### src/common/aws_defs.svh
// Purpose: Offsets, field positions, reset values and timing counts of the auto-wake/sleep block.
// Assumes: Byte-wide registers at their printed offsets; 25 MHz system clock.
// Notes:   Definitions only.
`ifndef AWS_DEFS_SVH
`define AWS_DEFS_SVH
`define AWS_ADDR_CTRL_ONE      8'h2A
`define AWS_ADDR_CTRL_TWO      8'h2B
`define AWS_ADDR_WAKE_SRC      8'h2C
`define AWS_ADDR_INT_EN        8'h2D
`define AWS_ADDR_INACT_DUR     8'h29
`define AWS_ADDR_SYS_MODE      8'h0B
`define AWS_RST_BYTE           8'h00
`define AWS_BIT_ACTIVE         0
`define AWS_BIT_AUTOSLEEP_ENABLE           2
`define AWS_BIT_GATE           7
`define AWS_BIT_INT_SLEEP      7
`define AWS_STEP_SHORT_MS      320
`define AWS_STEP_LONG_MS       640
`define AWS_CLK_HZ             25000000
`define AWS_WAKE_SLOWEST       3'h7
`endif

### src/common/aws_pkg.sv
// Purpose: Types shared by the auto-wake/sleep block.
// Assumes: Nothing beyond the header of constants.
// Notes:   Event bundle order follows the wake-source bits 3 to 6.
package aws_pkg;
  typedef enum logic [1:0] {
    AWS_STANDBY = 2'b00,
    AWS_WAKE    = 2'b01,
    AWS_SLEEP   = 2'b11
  } aws_mode_t;

  typedef struct packed {
    logic transient;
    logic orientation;
    logic tap;
    logic motion_freefall;
  } aws_evt_t;

  typedef struct packed {
    logic       wr;
    logic [7:0] addr;
    logic [7:0] wdata;
  } aws_reg_req_t;
endpackage

### src/hdl/aws_tick_div.sv
// Purpose: Divider giving one-cycle tick pulses at a programmable period.
// Assumes: Period in clock cycles is at least one.
// Notes:   A restart realigns the phase so a new period starts cleanly.
module aws_tick_div #(
  parameter int W = 32
) (
  input  wire logic         clk_sys,  // System clock.
  input  wire logic         rst_n,    // Synchronous reset, active low.
  input  wire logic         restart,  // Restart the period.
  input  wire logic [W-1:0] period,   // Period in cycles.
  output logic              tick      // One-cycle pulse per period.
);
  logic [W-1:0] cnt;
  initial begin
    if (W < 2) $error("aws_tick_div: width too small");
  end
  always_ff @(posedge clk_sys) begin
    if (!rst_n || restart) begin
      cnt  <= '0;
      tick <= 1'b0;
    end else if (cnt >= period - W'(1)) begin
      cnt  <= '0;
      tick <= 1'b1;
    end else begin
      cnt  <= cnt + W'(1);
      tick <= 1'b0;
    end
  end
endmodule // aws_tick_div

### src/hdl/aws_ctrl.sv
// Purpose: Auto-wake/sleep control of a motion sensor's sample rate.
// Assumes: Byte register port; detection events are one-cycle pulses on clk_sys.
// Notes:   The step of the inactivity timer is a parameter so simulation can shorten it.
`include "aws_defs.svh"
module aws_ctrl
  import aws_pkg::*;
#(
  parameter int STEP_SHORT_CYC = (`AWS_STEP_SHORT_MS * (`AWS_CLK_HZ / 1000)),
  parameter int STEP_LONG_CYC  = (`AWS_STEP_LONG_MS * (`AWS_CLK_HZ / 1000))
) (
  input  wire logic          clk_sys,          // System clock, 25 MHz.
  input  wire logic          rst_n,            // Synchronous reset, active low.
  input  aws_pkg::aws_reg_req_t reg_req,       // Register request, valid one cycle.
  input  wire logic          reg_rd,           // Register read strobe.
  output logic [7:0]         reg_rdata,        // Read data, one cycle after strobe.
  input  aws_pkg::aws_evt_t  det_evt,          // Detection event pulses.
  input  wire logic          gate_evt,         // Buffer-gate event pulse.
  input  wire logic          sleep_evt_in,     // Sleep-transition interrupt pulse.
  input  wire logic          ready_evt_in,     // Sample-ready interrupt pulse.
  input  wire logic          buf_flush,        // Host flush of sample buffer.
  output aws_pkg::aws_mode_t sys_mode,         // Current system mode.
  output logic [2:0]         rate_code,        // Effective rate code for all blocks.
  output logic               buf_accept,       // Sample buffer may store samples.
  output logic               sleep_irq         // Transition interrupt pulse.
);
  import aws_pkg::*;

  initial begin
    if (STEP_SHORT_CYC < 2 || STEP_LONG_CYC < 2) $error("aws_ctrl: step too short");
  end

  ////////////////////////////////////////////////////////////////////////////
  // Registers.
  logic [7:0] inactivity_duration;
  logic [7:0] ctrl_one;
  logic [7:0] system_control_two;
  logic [7:0] wake_source_control;
  logic [7:0] interrupt_enable_control;
  logic [1:0] sleep_rate_select;
  logic [2:0] wake_rate_select;
  logic       active;
  logic       autosleep_enable;
  logic       gate_enable;

  assign sleep_rate_select = ctrl_one[7:6];
  assign wake_rate_select  = ctrl_one[5:3];
  assign active            = ctrl_one[`AWS_BIT_ACTIVE];
  assign autosleep_enable  = system_control_two[`AWS_BIT_AUTOSLEEP_ENABLE];
  assign gate_enable       = wake_source_control[`AWS_BIT_GATE];

  always_ff @(posedge clk_sys) begin
    if (!rst_n) begin
      inactivity_duration      <= `AWS_RST_BYTE;
      ctrl_one                 <= `AWS_RST_BYTE;
      system_control_two       <= `AWS_RST_BYTE;
      wake_source_control      <= `AWS_RST_BYTE;
      interrupt_enable_control <= `AWS_RST_BYTE;
    end else if (reg_req.wr) begin
      case (reg_req.addr)
        `AWS_ADDR_INACT_DUR: inactivity_duration      <= reg_req.wdata;
        `AWS_ADDR_CTRL_ONE:  ctrl_one                 <= reg_req.wdata;
        `AWS_ADDR_CTRL_TWO:  system_control_two       <= reg_req.wdata & 8'h1F;
        `AWS_ADDR_WAKE_SRC:  wake_source_control      <= reg_req.wdata;
        `AWS_ADDR_INT_EN:    interrupt_enable_control <= reg_req.wdata;
        default: ;
      endcase
    end
  end

  logic [7:0] rd_mux;
  assign rd_mux = (reg_req.addr == `AWS_ADDR_INACT_DUR) ? inactivity_duration :
                  (reg_req.addr == `AWS_ADDR_CTRL_ONE)  ? ctrl_one :
                  (reg_req.addr == `AWS_ADDR_CTRL_TWO)  ? system_control_two :
                  (reg_req.addr == `AWS_ADDR_WAKE_SRC)  ? wake_source_control :
                  (reg_req.addr == `AWS_ADDR_INT_EN)    ? interrupt_enable_control :
                  (reg_req.addr == `AWS_ADDR_SYS_MODE)  ? {6'h00, sys_mode} : 8'h00;

  always_ff @(posedge clk_sys) begin
    if (!rst_n) reg_rdata <= 8'h00;
    else if (reg_rd) reg_rdata <= rd_mux;
  end

  ////////////////////////////////////////////////////////////////////////////
  // Event qualification.
  // Wake-source bits 3..6 and interrupt enable bits 3..6 line up with det_evt.
  logic [3:0] evt_vec;
  logic [3:0] wake_sel;
  logic [3:0] int_en;
  logic       restart_evt;
  logic       wake_evt;
  assign evt_vec     = {det_evt.transient, det_evt.orientation, det_evt.tap,
                        det_evt.motion_freefall};
  assign wake_sel    = wake_source_control[6:3];
  assign int_en      = interrupt_enable_control[6:3];
  // The sleep and sample-ready inputs are deliberately left out of both terms.
  assign restart_evt = (|evt_vec) || gate_evt;
  assign wake_evt    = |(evt_vec & wake_sel & int_en);

  ////////////////////////////////////////////////////////////////////////////
  // Inactivity timer.
  logic        slow_wake;
  logic [31:0] step_period;
  logic        step_tick;
  logic [7:0]  elapsed;
  logic        expire;
  logic        wake_entry;
  aws_mode_t   next_mode;
  assign slow_wake   = (wake_rate_select == `AWS_WAKE_SLOWEST);
  assign step_period = slow_wake ? 32'(STEP_LONG_CYC) : 32'(STEP_SHORT_CYC);
  assign wake_entry  = (sys_mode != AWS_WAKE) && (next_mode == AWS_WAKE);

  aws_tick_div #(.W(32)) u_step (
    .clk_sys (clk_sys),
    .rst_n   (rst_n),
    .restart (restart_evt || wake_entry || sys_mode != AWS_WAKE),
    .period  (step_period),
    .tick    (step_tick)
  );

  always_ff @(posedge clk_sys) begin
    if (!rst_n || restart_evt || wake_entry || sys_mode != AWS_WAKE) begin
      elapsed <= 8'h00;
    end else if (step_tick && elapsed != 8'hFF) begin
      elapsed <= elapsed + 8'h01;
    end
  end
  assign expire = autosleep_enable && (elapsed >= inactivity_duration);

  ////////////////////////////////////////////////////////////////////////////
  // Mode sequencing.
  always_comb begin
    next_mode = sys_mode;
    case (sys_mode)
      AWS_STANDBY: if (active) next_mode = AWS_WAKE;
      AWS_WAKE: begin
        if (!active) next_mode = AWS_STANDBY;
        else if (expire && !restart_evt) next_mode = AWS_SLEEP;
      end
      AWS_SLEEP: begin
        if (!active) next_mode = AWS_STANDBY;
        else if (wake_evt || !autosleep_enable) next_mode = AWS_WAKE;
      end
      default: next_mode = AWS_STANDBY;
    endcase
  end

  logic transition;
  assign transition = ((sys_mode == AWS_WAKE) && (next_mode == AWS_SLEEP)) ||
                      ((sys_mode == AWS_SLEEP) && (next_mode == AWS_WAKE));

  // Sleep rates map onto the wake-rate codes 50, 12.5, 6.25 and 1.56 Hz.
  logic [2:0] sleep_code;
  logic [2:0] next_rate;
  assign sleep_code = (sleep_rate_select == 2'b00) ? 3'h4 :
                      (sleep_rate_select == 2'b01) ? 3'h5 :
                      (sleep_rate_select == 2'b10) ? 3'h6 : 3'h7;
  assign next_rate  = (next_mode == AWS_SLEEP) ? sleep_code : wake_rate_select;

  always_ff @(posedge clk_sys) begin
    if (!rst_n) begin
      sys_mode  <= AWS_STANDBY;
      rate_code <= 3'h0;
      sleep_irq <= 1'b0;
    end else begin
      sys_mode  <= next_mode;
      rate_code <= next_rate;
      sleep_irq <= transition && interrupt_enable_control[`AWS_BIT_INT_SLEEP];
    end
  end

  ////////////////////////////////////////////////////////////////////////////
  // Sample buffer gate.
  // The transition is never held back; only the buffer stops accepting.
  always_ff @(posedge clk_sys) begin
    if (!rst_n) buf_accept <= 1'b1;
    else if (transition && gate_enable) buf_accept <= 1'b0;
    else if (buf_flush) buf_accept <= 1'b1;
  end

  ////////////////////////////////////////////////////////////////////////////
  // Checks.
  property p_no_sleep_off;
    @(posedge clk_sys) disable iff (!rst_n)
      !autosleep_enable |=> sys_mode != AWS_SLEEP;
  endproperty
  a_no_sleep_off: assert property (p_no_sleep_off) else $error("sleep entered");

  property p_wake_on_evt;
    @(posedge clk_sys) disable iff (!rst_n)
      (sys_mode == AWS_SLEEP && active && wake_evt) |=> sys_mode == AWS_WAKE;
  endproperty
  a_wake_on_evt: assert property (p_wake_on_evt) else $error("no wake on event");

  property p_gate_no_wake;
    @(posedge clk_sys) disable iff (!rst_n)
      (sys_mode == AWS_SLEEP && active && autosleep_enable && !wake_evt)
        |=> sys_mode != AWS_WAKE;
  endproperty
  a_gate_no_wake: assert property (p_gate_no_wake) else $error("bad wake");

  property p_restart_clears;
    @(posedge clk_sys) disable iff (!rst_n)
      restart_evt |=> elapsed == 8'h00;
  endproperty
  a_restart_clears: assert property (p_restart_clears) else $error("timer kept");

  property p_sleep_rate;
    @(posedge clk_sys) disable iff (!rst_n)
      sys_mode == AWS_SLEEP |-> rate_code == sleep_code;
  endproperty
  a_sleep_rate: assert property (p_sleep_rate) else $error("sleep rate wrong");

  property p_irq;
    @(posedge clk_sys) disable iff (!rst_n)
      (transition && interrupt_enable_control[`AWS_BIT_INT_SLEEP]) |=> sleep_irq;
  endproperty
  a_irq: assert property (p_irq) else $error("missing interrupt");

  property p_gate_hold;
    @(posedge clk_sys) disable iff (!rst_n)
      (transition && gate_enable) |=> !buf_accept;
  endproperty
  a_gate_hold: assert property (p_gate_hold) else $error("buffer not gated");

  property p_flush;
    @(posedge clk_sys) disable iff (!rst_n)
      (buf_flush && !(transition && gate_enable)) |=> buf_accept;
  endproperty
  a_flush: assert property (p_flush) else $error("flush ignored");

  property p_expire_sleep;
    @(posedge clk_sys) disable iff (!rst_n)
      (sys_mode == AWS_WAKE && active && expire && !restart_evt) |=> sys_mode == AWS_SLEEP;
  endproperty
  a_expire_sleep: assert property (p_expire_sleep) else $error("no sleep");

  c_sleep: cover property (@(posedge clk_sys) sys_mode == AWS_SLEEP);
  c_wake_back: cover property (@(posedge clk_sys) sys_mode == AWS_SLEEP ##1 sys_mode == AWS_WAKE);
  c_gated: cover property (@(posedge clk_sys) !buf_accept ##1 buf_accept);
endmodule // aws_ctrl

### config.mk
export PLATFORM = sky130hd
export DESIGN_NAME = aws_ctrl
export DESIGN_NICKNAME = d
export VERILOG_FILES = /design/src/common/aws_pkg.sv /design/src/hdl/aws_tick_div.sv /design/src/hdl/aws_ctrl.sv
export VERILOG_INCLUDE_DIRS = /design/src /design/src/common
export SDC_FILE = /design/constraint.sdc
export NUM_CORES = 1
export LEC_CHECK = 0
export ABC_AREA = 1
export BUFFER_PORTS_ARGS = -buffer_cell sky130_fd_sc_hd__buf_2
export CAP_MARGIN = 20
export CORE_ASPECT_RATIO = 0.5
export CORE_MARGIN = 10
export CORE_UTILIZATION = 53
export CTS_CLUSTER_SIZE = 20
export DETAILED_ROUTE_END_ITERATION = 8
export HOLD_SLACK_MARGIN = 0.1
export PLACE_DENSITY_LB_ADDON = 0.12
export RECOVER_POWER = 50
export SLEW_MARGIN = 30
export SYNTH_ARGS = -nofsm -noshare
export SYNTH_HDL_FRONTEND = slang
export SYNTH_SLANG_ARGS = --single-unit
export TNS_END_PERCENT = 50
### constraint.sdc
create_clock -name clk_sys -period 2 [get_ports clk_sys]
set_clock_uncertainty 0.15 [all_clocks]
set_input_delay 0.2 -clock clk_sys [delete_from_list [all_inputs] [get_ports clk_sys]]
set_output_delay 0.2 -clock clk_sys [all_outputs]
set_load 0.01 [all_outputs]
==> metrics.md <==
| Metric | Value |
|---|---|
| Outcome | finished clean |
| Crit share post-route | 94.5% |
| GRT Total Usage | 16.5% |
| Syn-to-layout area delta | 18.4% |
| Crit path kind | register to register |
| Met2 usage | 28.6% |
| Setup TNS | 0 ps |
| Via density | 5.03 |
| Initial DRC Count | 194 |
| Min cycle time layout | 1890 ps |
| Grt ovf | 0 |
| Post-DP HPWL | 8.14 mm |
| Vias in the first global route | 3919 |
| Core Region | 0.00862 mm^2 |
| Synthesized instance count | 636 |
| Rows | 24 |
| Nets | 751 |
| Worst vdd rail ir drop | 0.419 mV |
| Final core occ | 63.9% |
| Reg2reg start | ctrl_one[5]$_SDFFE_PN0P_ |
| TritonCTS clock tree | built |
| First-pass GRT wire length | 18.2 mm |
| Synth Register Bits | 93 |
| Clk_lat worst skew | 350 ps |
| Ant. Diodes | 0 |
| Die X | 153 um |
| Final Wtd Congestion | 0.852 |
| Syn_area_per_cell | 7.32 um^2 |
| Max Slew Vio Count | 0 |
| Worst Min Path Start | rst_n |
| Most frequent cells in the layout | nand2_1 (97), nor2_1 (91), dfxtp_1 (90) |
| Fill cell count | 809 |
| Total routed wirelength | 10.9 mm |
| Largest net degree at the start of global routing | 43 |
| Worst min path class | input port to register |
| Worst slew pin tran | 602 ps |
| Hold_ws | 195 ps |
| Port Buffers | 40 |
| Routed via count | 4166 |
| Nature of the critical path endpoint | register |
| Initial antenna violation count | 0 |
| Slew HR | 59.8% |
| Final setup vio count | 0 |
| Non-filler instance count after layout | 828 |
| Crit path max fanout | 11 |
| Worst Setup SP | ctrl_one[5]$_SDFFE_PN0P_ |
| Reg area | 0.00187 mm^2 |
| Multi-input gate area | 0.00244 mm^2 |
| Avg WL per Cell | 13.1 um |
| Synth top area share | 40.0% |
| Mapped Area | 0.00465 mm^2 |
| # Max-Cap Violations | 0 |
| Met3 Use GR | 4.65% |
| Placed cell count | 800 |
| Fmax | 529 MHz |
| GR Layer Usage met1 | 20.1% |
| Overall die area | 0.0132 mm^2 |
| CTS sink cnt | 93 |
| I/O pin count | 43 |
| Critical Path RT | 2130 ps |
| Synth cell types | 39 |
| Longest Clk Path Bufs | 2 |
| Crit path DAT | 2020 ps |
| Most common cell after layout, fill and taps aside | nand2_1 |
| Yosys top cell by area | dfxtp_1 |
| Pleak | 2.25 nW |
| Root Buffer | clkbuf_16 |
| Register area share after synthesis | 40.0% |
| DRC | 0 |
| CTS Buf Count | 9 |
| Fraction of layout cells with a size suffix above 1 | 13.4% |
| Antenna viol nets, final | 0 |
| Final Hold Violating Endpoints | 0 |
| CTS clock-pin slew for the worst setup and hold paths | 70 ps |
| Initial Util | 54.0% |
| Die height | 86.3 um |
| Drt pass-1 iters | 5 |
| Worst setup SP type | register |
| Grt peak-use layer | met2 |
| CTS HTree Levels | 3 |
| Power per cell area | 682 mW/mm^2 |
| Top cells by area, synth | dfxtp_1 (40%), nand2_1 (8.0%), nor2_1 (7.3%) |
| Ys Warns | 0 |
==> registers in the layout (all words and copies together), names as in the netlist <==
| signal | cells |
|---|---|
| buf_accept | 1 |
| ctrl_one | 8 |
| elapsed | 8 |
| inactivity_duration | 8 |
| interrupt_enable_control | 8 |
| rate_code | 3 |
| reg_rdata | 8 |
| sleep_irq | 1 |
| sys_mode | 2 |
| system_control_two | 5 |
| u_step.cnt | 32 |
| u_step.tick | 1 |
| wake_source_control | 8 |
==> stage by stage <==
| stage | power [mW] | setup WS, ps | instance area [um^2] |
|---|---|---|---|
| floorplan | 1.97 | 119 | 4680 |
| global placement | 2.03 | 13.0 | 5080 |
| detailed placement | 2.03 | -65.1 | 5080 |
| CTS | 3.79 | 3.86 | 5520 |
| global route | 3.88 | -7.84 | 5510 |
| finish | 3.76 | 110 | 5510 |
==> synthesized netlist by cell type (all sizes together) <==
cell type,n
a21o,2
ha,17
nand4,19
nand2,102
nor2,106
nor3,6
nand3,52
o21ai,50
nor3b,3
or2,3
inv,80
o2111ai,1
dfxtp,93
a21oi,52
nand3b,8
xor2,12
o21bai,1
clkbuf,6
conb,1
nor4,1
buf,9
xnor2,10
and3,2
==> path summary, 6_finish.rpt <==
check	to	slack [ps]	cells past startpoint
worst min-delay path	elapsed[4]$_SDFFE_PP0P_	190	5
worst max register to register	u_step.cnt[21]$_SDFF_PP0_	110	10
worst max-delay path	u_step.cnt[21]$_SDFF_PP0_	110	10
worst min register to register	wake_source_control[2]$_SDFFE_PN0P_	290	2
==> worst max-delay path: stages (launching register included) <==
cell and delay [ps]:
dfxtp_2 330, nand3_2 110, buf_4 160, ha_1 270, nand3_1 130, o21bai_1 120, nand3b_1 100, inv_2 90
nand3_4 90, buf_12 160, nor2_1 100
==> cells by family (layout without fill, tap and decap cells) <==
family | count (synthesis) | count (layout) | share of synthesized area, %
adder cells (fa/ha/maj) | 17 | 17 | 4.57
XOR/XNOR | 22 | 22 | 4.14
other | 1 | 7 | 0.0806
AO/OA/AOI/OAI | 106 | 106 | 11.6
AND/OR/NAND/NOR | 302 | 302 | 31.0
flip-flops | 93 | 93 | 40.0
buffers and inverters | 95 | 164 | 8.60
==> layer usage <==
metal	wire length [um]	part of all wire, %
met4	79	0.73
met5	0	0
met1	5140	47
met3	494	4.5
met2	5150	47
==> area by class of cell <==
type	count	area share (%)
Clock inverter	6	1.29
Multi-Input combinational cell	454	44.3
Tap cell	117	2.66
Inverter	80	5.45
Timing Repair Buffer	68	8.13
Sequential cell	93	33.9
Clock buffer	10	4.34
==> report_power, final <==
part           leakage [nW]  switching [mW]  total (mW)  internal (mW)
combinational          1.35          0.0848       0.139         0.0545
sequential            0.753         0.00387        1.87           1.86
clock                 0.145           0.742        1.75           1.01
total                  2.25           0.831        3.76           2.93
==> what timing repair did <==
| action | CTS | global route |
|---|---|---|
| hold buffers | 11 | 0 |
| setup endpoints to repair | 25 | 29 |
| endpoints found under the hold margin | 37 | 0 |
| pin swaps | 1 | 0 |
| gates cloned | 0 | 0 |
| resized for setup | 2 | 10 |
| setup buffers | 1 | 0 |
(Power assumes the default switching activity.)
